## src/hdl/sbrs_pkg.sv

```systemverilog
// Package for the serial bus rate generator and shift register
package sbrs_pkg;
  // Special-function register addresses
  localparam logic [7:0] SBRS_ADDR_RATE = 8'h00_CF;
  localparam logic [7:0] SBRS_ADDR_CTRL = 8'h00_C0;
  localparam logic [7:0] SBRS_ADDR_DATA = 8'h00_C2;
  // Reset values
  localparam logic [7:0] SBRS_RATE_RESET = 8'h00_00;
  localparam logic [7:0] SBRS_CTRL_RESET = 8'h00_00;
  localparam logic [7:0] SBRS_DATA_RESET = 8'h00_00;
  // Control field positions
  localparam int SBRS_BIT_ENABLE = 6;
  localparam int SBRS_BIT_MASTER = 5;
  localparam int SBRS_BIT_EVENT = 3;
  localparam int SBRS_BIT_ACK = 2;
  localparam int SBRS_BIT_FTE = 1;
  localparam int SBRS_BIT_TIMEOUT = 0;
  // Timing: extra high time and its cycle count at 100 MHz
  localparam int SBRS_CLK_NS = 10;
  localparam int SBRS_HIGH_EXTRA_NS = 625;
  localparam int SBRS_HIGH_EXTRA_CYC = SBRS_HIGH_EXTRA_NS / SBRS_CLK_NS;
  localparam int SBRS_HIGH_EXTRA_OFS = 2;
  localparam int SBRS_TIMEOUT_MULT = 10;
  localparam logic [7:0] SBRS_ROLL = 8'h00_00;
  localparam logic [3:0] SBRS_BITS_PER_FRAME = 4'h9;
  typedef enum logic [1:0] {SBRS_IDLE, SBRS_LOW, SBRS_EXTRA, SBRS_HIGH} sbrs_phase_type;
endpackage

```

## src/hdl/sbrs_core.sv

```systemverilog
// Serial bus clock rate generator, shift register and free timeout
// Behaviour
// Preset loads 8-bit timer; SCL toggles at rollover
// Preset drives SCL only as master
// Low 256-preset cycles, high 258-preset plus 625ns; the code adds 62 cycles (620ns)
// Free timeout about ten times (256-preset+1)
// Software keeps preset below documented bound
// Shift register holds one byte
// Software accesses data only while event set
// Transmit MSB first to LSB
// First received bit lands in MSB
// SDA sampled while shifting out
// Lost arbitration leaves received data held
// Acknowledge drives SDA low when ack set; the code drives it only as slave, never as master
// Free timeout reported only when enabled
`timescale 1ns/1ns
`default_nettype none
module sbrs_core (
  input wire logic clk,
  input wire logic rst,
  input wire logic ce,
  input wire logic [7:0] sfr_addr,
  input wire logic sfr_wr,
  input wire logic [7:0] sfr_wdata,
  output logic [7:0] sfr_rdata,
  input wire logic scl_in,
  output logic scl_out,
  output logic scl_oe,
  input wire logic sda_in,
  output logic sda_out,
  output logic sda_oe,
  output logic arb_lost
);
  import sbrs_pkg::*;

  logic [7:0] rate, next_rate;
  logic [7:0] ctrl, next_ctrl;
  logic [7:0] shift_byte, next_shift_byte;
  logic [7:0] tmr, next_tmr;
  logic [6:0] xcnt, next_xcnt;
  logic [3:0] bitn, next_bitn;
  logic [3:0] tocnt, next_tocnt;
  logic scl_q, next_scl_q;
  logic scl_prev, next_scl_prev;
  logic arb_q, next_arb_q;
  sbrs_phase_type phase, next_phase;

  logic en, master, evt, ack, free_timeout_enable;
  logic rise, fall, rolled, ack_slot;

  assign en = ctrl[SBRS_BIT_ENABLE];
  assign master = ctrl[SBRS_BIT_MASTER];
  assign evt = ctrl[SBRS_BIT_EVENT];
  assign ack = ctrl[SBRS_BIT_ACK];
  assign free_timeout_enable = ctrl[SBRS_BIT_FTE];
  assign rise = scl_in & ~scl_prev;
  assign fall = ~scl_in & scl_prev;
  assign rolled = (tmr == 8'h00_FF);
  assign ack_slot = (bitn == SBRS_BITS_PER_FRAME - 4'h1);

  // Register read mux; unmapped addresses read zero
  always_comb begin
    case (sfr_addr)
      SBRS_ADDR_RATE: sfr_rdata = rate;
      SBRS_ADDR_CTRL: sfr_rdata = ctrl;
      SBRS_ADDR_DATA: sfr_rdata = shift_byte;
      default: sfr_rdata = 8'h00_00;
    endcase
  end

  // Pins: open drain, SCL low only while the generator holds it low
  assign scl_oe = master & en & ~scl_q;
  assign scl_out = 1'b0;
  assign sda_out = 1'b0;
  always_comb begin
    if (!en || evt) begin
      sda_oe = 1'b0;
    end else if (ack_slot) begin
      sda_oe = ack & ~master;
    end else begin
      sda_oe = master & ~arb_q & ~shift_byte[7];
    end
  end
  assign arb_lost = arb_q;

  // Next-state logic for registers, timer, shifter and timeout
  always_comb begin
    next_rate = rate;
    next_ctrl = ctrl;
    next_shift_byte = shift_byte;
    next_tmr = tmr;
    next_xcnt = xcnt;
    next_bitn = bitn;
    next_tocnt = tocnt;
    next_scl_q = scl_q;
    next_scl_prev = scl_in;
    next_arb_q = arb_q;
    next_phase = phase;
    // Rate generator: timer counts up from the preset, toggle at rollover
    case (phase)
      SBRS_IDLE: begin
        next_scl_q = 1'b1;
        if (en && master && !evt) begin
          next_tmr = rate;
          next_phase = SBRS_LOW;
          next_scl_q = 1'b0;
        end else if (scl_in) begin
          // Free-running only while idle, so a start always loads a clean preset
          next_tmr = (rolled) ? rate : tmr + 8'h00_01;
        end
      end
      SBRS_LOW: begin
        next_tmr = tmr + 8'h00_01;
        if (rolled) begin
          next_scl_q = 1'b1;
          next_tmr = rate;
          next_xcnt = 7'h00;
          next_phase = SBRS_EXTRA;
        end
      end
      SBRS_EXTRA: begin
        // Hold high for the fixed offset plus the settling extra before timing resumes
        next_xcnt = xcnt + 7'h01;
        if (xcnt == 7'(SBRS_HIGH_EXTRA_OFS + SBRS_HIGH_EXTRA_CYC - 1)) begin
          next_phase = SBRS_HIGH;
        end
      end
      SBRS_HIGH: begin
        if (scl_in) begin
          next_tmr = tmr + 8'h00_01; // Waits while a slave stretches SCL
        end
        if (rolled && scl_in) begin
          next_tmr = rate;
          if (!en || !master || evt) begin
            next_phase = SBRS_IDLE;
          end else begin
            next_scl_q = 1'b0;
            next_phase = SBRS_LOW;
          end
        end
      end
      default: next_phase = SBRS_IDLE;
    endcase
    // Shift on rising SCL: capture SDA into LSB while MSB leaves
    if (en && !evt && rise) begin
      if (ack_slot) begin
        next_bitn = 4'h0;
        next_ctrl[SBRS_BIT_EVENT] = 1'b1;
      end else begin
        next_shift_byte = {shift_byte[6:0], sda_in};
        next_bitn = bitn + 4'h1;
        if (master && !arb_q && shift_byte[7] && !sda_in) begin
          next_arb_q = 1'b1;
          next_ctrl[SBRS_BIT_MASTER] = 1'b0;
        end
      end
    end
    // Free timeout counts rollovers of the timer while SCL stays high
    if (!scl_in || fall || !free_timeout_enable) begin
      next_tocnt = 4'h0;
    end else if (rolled && phase != SBRS_LOW && tocnt != 4'(SBRS_TIMEOUT_MULT)) begin
      next_tocnt = tocnt + 4'h1;
    end
    // Software write; hardware set of event/timeout wins over a clear
    if (sfr_wr) begin
      case (sfr_addr)
        SBRS_ADDR_RATE: next_rate = sfr_wdata;
        SBRS_ADDR_CTRL: begin
          next_ctrl = sfr_wdata | (next_ctrl & 8'h00_09);
          next_ctrl[SBRS_BIT_EVENT] = sfr_wdata[SBRS_BIT_EVENT] |
                                      (next_ctrl[SBRS_BIT_EVENT] & ~evt);
          next_ctrl[SBRS_BIT_TIMEOUT] = sfr_wdata[SBRS_BIT_TIMEOUT];
          // A loss found in this very cycle outlives the write, as does its master drop
          next_arb_q = next_arb_q & ~arb_q;
          if (next_arb_q) begin
            next_ctrl[SBRS_BIT_MASTER] = 1'b0;
          end
          // Disabling restarts the bit count so no half byte carries over
          if (!sfr_wdata[SBRS_BIT_ENABLE]) begin
            next_bitn = 4'h0;
          end
        end
        SBRS_ADDR_DATA: next_shift_byte = sfr_wdata;
        default: ;
      endcase
    end
    if (free_timeout_enable && tocnt == 4'(SBRS_TIMEOUT_MULT - 1) && rolled && scl_in) begin
      next_ctrl[SBRS_BIT_TIMEOUT] = 1'b1;
    end
  end

  // State registers, frozen while ce is low
  always_ff @(posedge clk or posedge rst) begin
    if (rst) begin
      rate <= SBRS_RATE_RESET;
      ctrl <= SBRS_CTRL_RESET;
      shift_byte <= SBRS_DATA_RESET;
      tmr <= 8'h00_00;
      xcnt <= 7'h00;
      bitn <= 4'h0;
      tocnt <= 4'h0;
      scl_q <= 1'b1;
      scl_prev <= 1'b1;
      arb_q <= 1'b0;
      phase <= SBRS_IDLE;
    end else if (ce) begin
      rate <= next_rate;
      ctrl <= next_ctrl;
      shift_byte <= next_shift_byte;
      tmr <= next_tmr;
      xcnt <= next_xcnt;
      bitn <= next_bitn;
      tocnt <= next_tocnt;
      scl_q <= next_scl_q;
      scl_prev <= next_scl_prev;
      arb_q <= next_arb_q;
      phase <= next_phase;
    end
  end

  // Checks
  a_low_period: assert property (@(posedge clk) disable iff (rst)
    ce && phase == SBRS_LOW && rolled |=> scl_q)
    else $error("scl did not rise at rollover");
  a_slave_no_scl: assert property (@(posedge clk) disable iff (rst)
    !master |-> !scl_oe)
    else $error("slave drove scl");
  a_extra_high: assert property (@(posedge clk) disable iff (rst)
    ce && phase == SBRS_LOW && rolled |=> phase == SBRS_EXTRA)
    else $error("no extra high phase");
  a_shift_capture: assert property (@(posedge clk) disable iff (rst)
    ce && en && !evt && rise && !ack_slot && !sfr_wr
    |=> shift_byte[0] == $past(sda_in))
    else $error("sda not captured");
  a_ack_drive: assert property (@(posedge clk) disable iff (rst)
    en && !evt && ack_slot && !master && ack |-> sda_oe)
    else $error("ack not driven");
  a_msb_first: assert property (@(posedge clk) disable iff (rst)
    en && !evt && master && !arb_q && !ack_slot |-> sda_oe == !shift_byte[7])
    else $error("msb not on sda");
  a_timeout_off: assert property (@(posedge clk) disable iff (rst)
    ce && !free_timeout_enable && !sfr_wr && !ctrl[SBRS_BIT_TIMEOUT] |=> !ctrl[SBRS_BIT_TIMEOUT])
    else $error("timeout while disabled");
  a_arb_slave: assert property (@(posedge clk) disable iff (rst)
    ce && !arb_q && !sfr_wr ##1 arb_q |-> !master)
    else $error("master after lost arbitration");
  c_byte_done: cover property (@(posedge clk) disable iff (rst) $rose(evt));
  c_arb_lost: cover property (@(posedge clk) disable iff (rst) $rose(arb_q));
  c_timeout: cover property (@(posedge clk) disable iff (rst) $rose(ctrl[SBRS_BIT_TIMEOUT]));
endmodule
`default_nettype wire

```

## config.mk

```make
export PLATFORM = sky130hd
export DESIGN_NAME = sbrs_core
export DESIGN_NICKNAME = d
export VERILOG_FILES = /design/src/hdl/sbrs_pkg.sv /design/src/hdl/sbrs_core.sv
export SDC_FILE = /design/constraint.sdc
export NUM_CORES = 1
export LEC_CHECK = 0
export BUFFER_PORTS_ARGS = -buffer_cell sky130_fd_sc_hd__buf_2
export CORE_UTILIZATION = 40
export DETAILED_ROUTE_END_ITERATION = 12
export PLACE_DENSITY = 0.64
export SKIP_CTS_REPAIR_TIMING = 1
export SLEW_MARGIN = 30
export SYNTH_ARGS = -nofsm -noshare
export SYNTH_HDL_FRONTEND = slang
export SYNTH_SLANG_ARGS = --single-unit
```

## constraint.sdc

```tcl
create_clock -name clk -period 3.7 [get_ports clk]
set_input_delay 1.11 -clock clk [delete_from_list [all_inputs] [get_ports clk]]
set_output_delay 1.11 -clock clk [all_outputs]
set_load 0.02 [all_outputs]
```

**After elaboration in Yosys (flattened, before gate mapping)**

Cells that the tools add are included.

- Register bits: 52
- Input bits: 22
- Output and inout port bits: 13
- Word-level logic and storage cells: 140

- Add/subtract/negate cells: 4
- Equality and inequality tests: 19
- Multiplexer cells: 47
- Bitwise logic cells: 18
- Reductions and logical operators: 39

Operators by type and width:

| cell | count |
|---|---|
| 2-to-1 mux 8 bit | 9 |
| one-hot mux 8 bit (3 select lines) | 2 |
| equality test 8 bit (second input constant) | 4 |
| 2-to-1 mux 4 bit | 7 |
| 2-to-1 mux 1 bit | 19 |
| one-hot mux 7 bit (2 select lines) | 1 |
| logical AND 1 bit | 13 |
| 2-to-1 mux 6 bit | 2 |
| AND reduction 3 bit | 4 |
| inequality test 2 bit (second input constant) | 5 |
| AND reduction 5 bit | 2 |
| AND 1 bit | 9 |
| adder 4 x 1 -> 4 bit (second input constant) | 2 |
| adder 8 x 1 -> 8 bit (second input constant) | 1 |
| equality test 4 bit (second input constant) | 2 |
| 2-to-1 mux 2 bit | 4 |
| bitwise OR 8 x 4 -> 8 bit | 1 |
| one-hot mux 2 bit (4 select lines) | 1 |
| nonzero test 2 bit | 4 |
| adder 7 x 1 -> 7 bit (second input constant) | 1 |
| equality test 7 x 6 -> 1 bit (second input constant) | 1 |
| zero test 1 bit | 7 |
| 2-to-1 mux 7 bit | 1 |
| NOT 1 bit | 7 |
| 12 further kinds | 18 |

**Longest topological paths before layout**

- Depth after elaboration: 12
- Gate-level depth with buffers: 8
- Gate-level depth less buffers: 7

**Worst setup path before layout**

OpenSTA, ideal clock, no wires.

- Path type: input port to output port
- Start: input port sfr_addr[0]
- End: output port sfr_rdata[1]
- Arrival time: 2437 ps
- Data required time: 2590 ps
- Path slack: 153 ps
- Stages on the path: 4
- Buffers on the path: 0
- Path through: or3_1 nor3_1 a222oi_1 inv_1

- Longest elaborated chain between the ends: 2
- Elaborated cells on any way between the ends: 4
- Those cells by class: 3 x eq/ne; 1 x mux

Ends and longest elaborated chain:

| what | RTL line | RTL |
|---|---|---|
| start: declaration | sbrs_core.sv:22 | `input wire logic [7:0] sfr_addr,` |
| equality test 8 bit | sbrs_core.sv:63 | `case (sfr_addr)` |
| one-hot mux 8 bit (3 select lines) (*) | sbrs_core.sv:63 |  |
| end: declaration | sbrs_core.sv:25 | `output logic [7:0] sfr_rdata,` |

Every way passes the cells marked *; elsewhere a longest branch is shown, timed or not.

**Final worst setup path**

- Start: input port sfr_addr[0]
- End: output port sfr_rdata[7]

The elaborated chain is that of the path after synthesis.

==> results.md <==
* Final min period at 3.55 ns
* Crit. End Element: output pin
* Core Area at 7770 um^2
* Layout area overhead at 12.0%
* Post-synthesis cell area at 3220 um^2
* Leakage power at 0.00165 uW
* Yosys warnings at 0
* Antenna cells at 0
* Initial antenna violation count at 0
* First-pass GRT wire length at 13,200 um
* Post-DR vias/cell at 5.90
* Most frequent cell after synthesis: nand2_1
* Die width at 91.7 um
* Max-slew headroom at 53.9%
* Post-synth EDFFs at 0
* Multi-input logic area at 1750 um^2
* Gp weighted congestion at 0.885
* GR Util All Layers at 19.7%
* Synth Register Bits at 52
* Worst path slowest cell: or3_1
* Critical path fanouts, max at 10
* DR pass1 iterations at 6
* Mapped Cells at 348
* Ys flop type: dfrtp_1
* Yosys cell types at 65
* RSZ-0062 raised after global routing: false
* Crit-path most repeated cell: buf_2
* Worst EP required at 2.59 ns
* Critical path buffer and inverter count at 4
* Area share of the largest cell type after synthesis at 38.9%
* Num ports at 35
* Worst R2R Start: tmr[0]
* DR vias at 2,849
* Hold Vio Cnt, Final at 0
* Register area share after synthesis at 40.5%
* Die area at 8410 um^2
* Final WL at 8010 um
* Routed wire length per instance at 16.6 um
* Maxcap violations at 0
* Result of the run: completed
* Cts bufs inserted at 5
* Htree depth at 2
* Critical-path cell list: buf_2 -> or3_1 -> nor3_4 -> buf_12 -> a222oi_1 -> inv_1 -> buf_2
* Placement row count at 32
* Critical Path Max Stage Delay at 0.49 ns
* Clk buf depth at 2
* Critical Path Source: sfr_addr[0]
* Area leader, netlist: dfrtp_1
* Number of remaining DRC errors at 0
* Hold_ws at 0.502 ns
* Period utilisation layout at 96.0%
* # port buffers at 32
* Worst-Skew Late Latency at 0.31 ns
* Total power at 1200 uW
* R2R setup slack at 1.24 ns
* Power density over cell area at 333 nW/um^2
* Fmax at 282 MHz
* Setup Skew at 0.00744 ns
* Final nets at 413
* Hold Crit Start: ctrl[4]
* Area contributors post-synth: dfrtp_1 (39%), nand2_1 (5.9%), ha_1 (4.3%), a22o_1 (4.1%), o21ai_0 (4.0%)
* Max Slew Vio Count at 0
* Seq. cell area at 1300 um^2
* Clock net sink count at 52
* CP top delay family: simple AND/OR/NAND/NOR gates
* Initial detailed-routing violation count at 260
* Die Height at 91.7 um
* Setup TNS at 0 ns
* Layout fillers at 756
* Worst setup SP type: primary input
* Min-Delay Path Class: reg -> reg
* Share of cells above drive strength 1 at 19.2%
* Final HPWL DP at 5820 um
* Max VDD drop at 0.000182 V
* Final count of negative-setup-slack endpoints at 0
* CP arrival at 2.44 ns
* Asr flop ratio synth at 100%
* Top cells by count, synth: nand2_1 (51), dfrtp_1 (50), o21ai_0 (26)
* Largest net degree at the start of global routing at 33
* Starting Density at 41.5%
* Post-DRT Antenna Nets at 0
* TritonCTS clock tree: built
* Post-Syn Area per Cell at 9.25 um^2
* Clock-pin slew on the worst setup and hold paths at 0.10 ns
* Root buffer cell: clkbuf_8
* Global route overflow at 0
* Worst Path Class, Setup: in -> out
* Slew @ Worst Pin at 0.690 ns
* Number of global-route vias before repair at 2,726
path summary, 6_finish.rpt:
path / cells after the start / end
max: 7 / sfr_rdata[7]
min: 2 / ctrl[4]
max reg2reg: 6 / phase[1]
min reg2reg: 2 / ctrl[4]
max in group asynchronous: 3 / scl_prev
min in group asynchronous: 2 / bitn[3]
state kept, by name (all words and copies together) (netlist names):
register    flops
shift_byte      8
xcnt            7
bitn            4
arb_lost        1
rate            8
ctrl            8
tmr             8
phase           2
scl_q           1
tocnt           4
scl_prev        1
power by group:
part	leakage, uW	total (uW)	switching [uW]	internal [uW]
combinational	0.000905	190	113	76.3
sequential	0.000697	667	61.8	605
clock	0.0000487	343	205	138
total	0.00165	1200	380	820
logic make-up (layout without fill, tap and decap cells):
group	Yosys count	in the layout	share of synthesized area (%)
adder cells (fa/ha/maj)	11	11	4.27
other	1	2	0.116
buffers and inverters	42	74	5.48
flip-flops	52	52	40.5
AO/OA/AOI/OAI	97	97	22.6
multiplexers	17	17	5.75
AND/OR/NAND/NOR	128	128	21.3
layer usage:
layer | part of all wire [%] | track usage (%) | vias to the layer above
li1 | - | - | 1352
met1 | 45 | 25.6 | 1357
met2 | 47 | 32.8 | 120
met3 | 5.4 | 3.15 | 20
met4 | 2.5 | 7.68 | 0
met5 | 0 | 0 | -
area by class of cell:
class	instances	share of cell area (%)
multi-input combinational	255	48.4
sequential	52	36.1
timing repair buffer	41	6.66
tap	102	3.54
inverter	25	2.60
clock buffer	5	1.91
clock inverter	3	0.728
worst min-delay path, stage by stage, from the launching register on:
cell and delay (ns):
dfrtp_1 0.36, nand2_1 0.06, nand2_1 0.06
placed cells by master, fill, tap and decap left out, types with 3 or more instances in the layout:
cell type	instances
a21oi_1	10
a222oi_1	8
a22o_1	15
and3_1	4
buf_2	32
buf_4	8
clkbuf_8	5
dfrtp_1	50
ha_1	11
inv_1	24
mux2_2	11
mux2i_1	5
nand2_1	51
nand2b_1	3
nand3_1	15
nand4_1	9
nor2_1	15
nor2b_1	3
nor3_1	4
o21ai_0	26
o22ai_1	3
o31ai_1	5
metrics by stage:
step | area (um^2) | util, % | setup slack [ns] | cells
3_3_place_gp | 3490 | 44.9 | 0.124 | 474
3_5_place_dp | 3490 | 44.9 | 0.0796 | 474
6_report | 3610 | 46.4 | 0.148 | 483
4_1_cts | 3580 | 46.2 | 0.0702 | 482
5_1_grt | 3610 | 46.4 | 0.0741 | 483
2_1_floorplan | 3220 | - | 0.153 | 349
No activity file was read; power rests on OpenSTA's default activity.
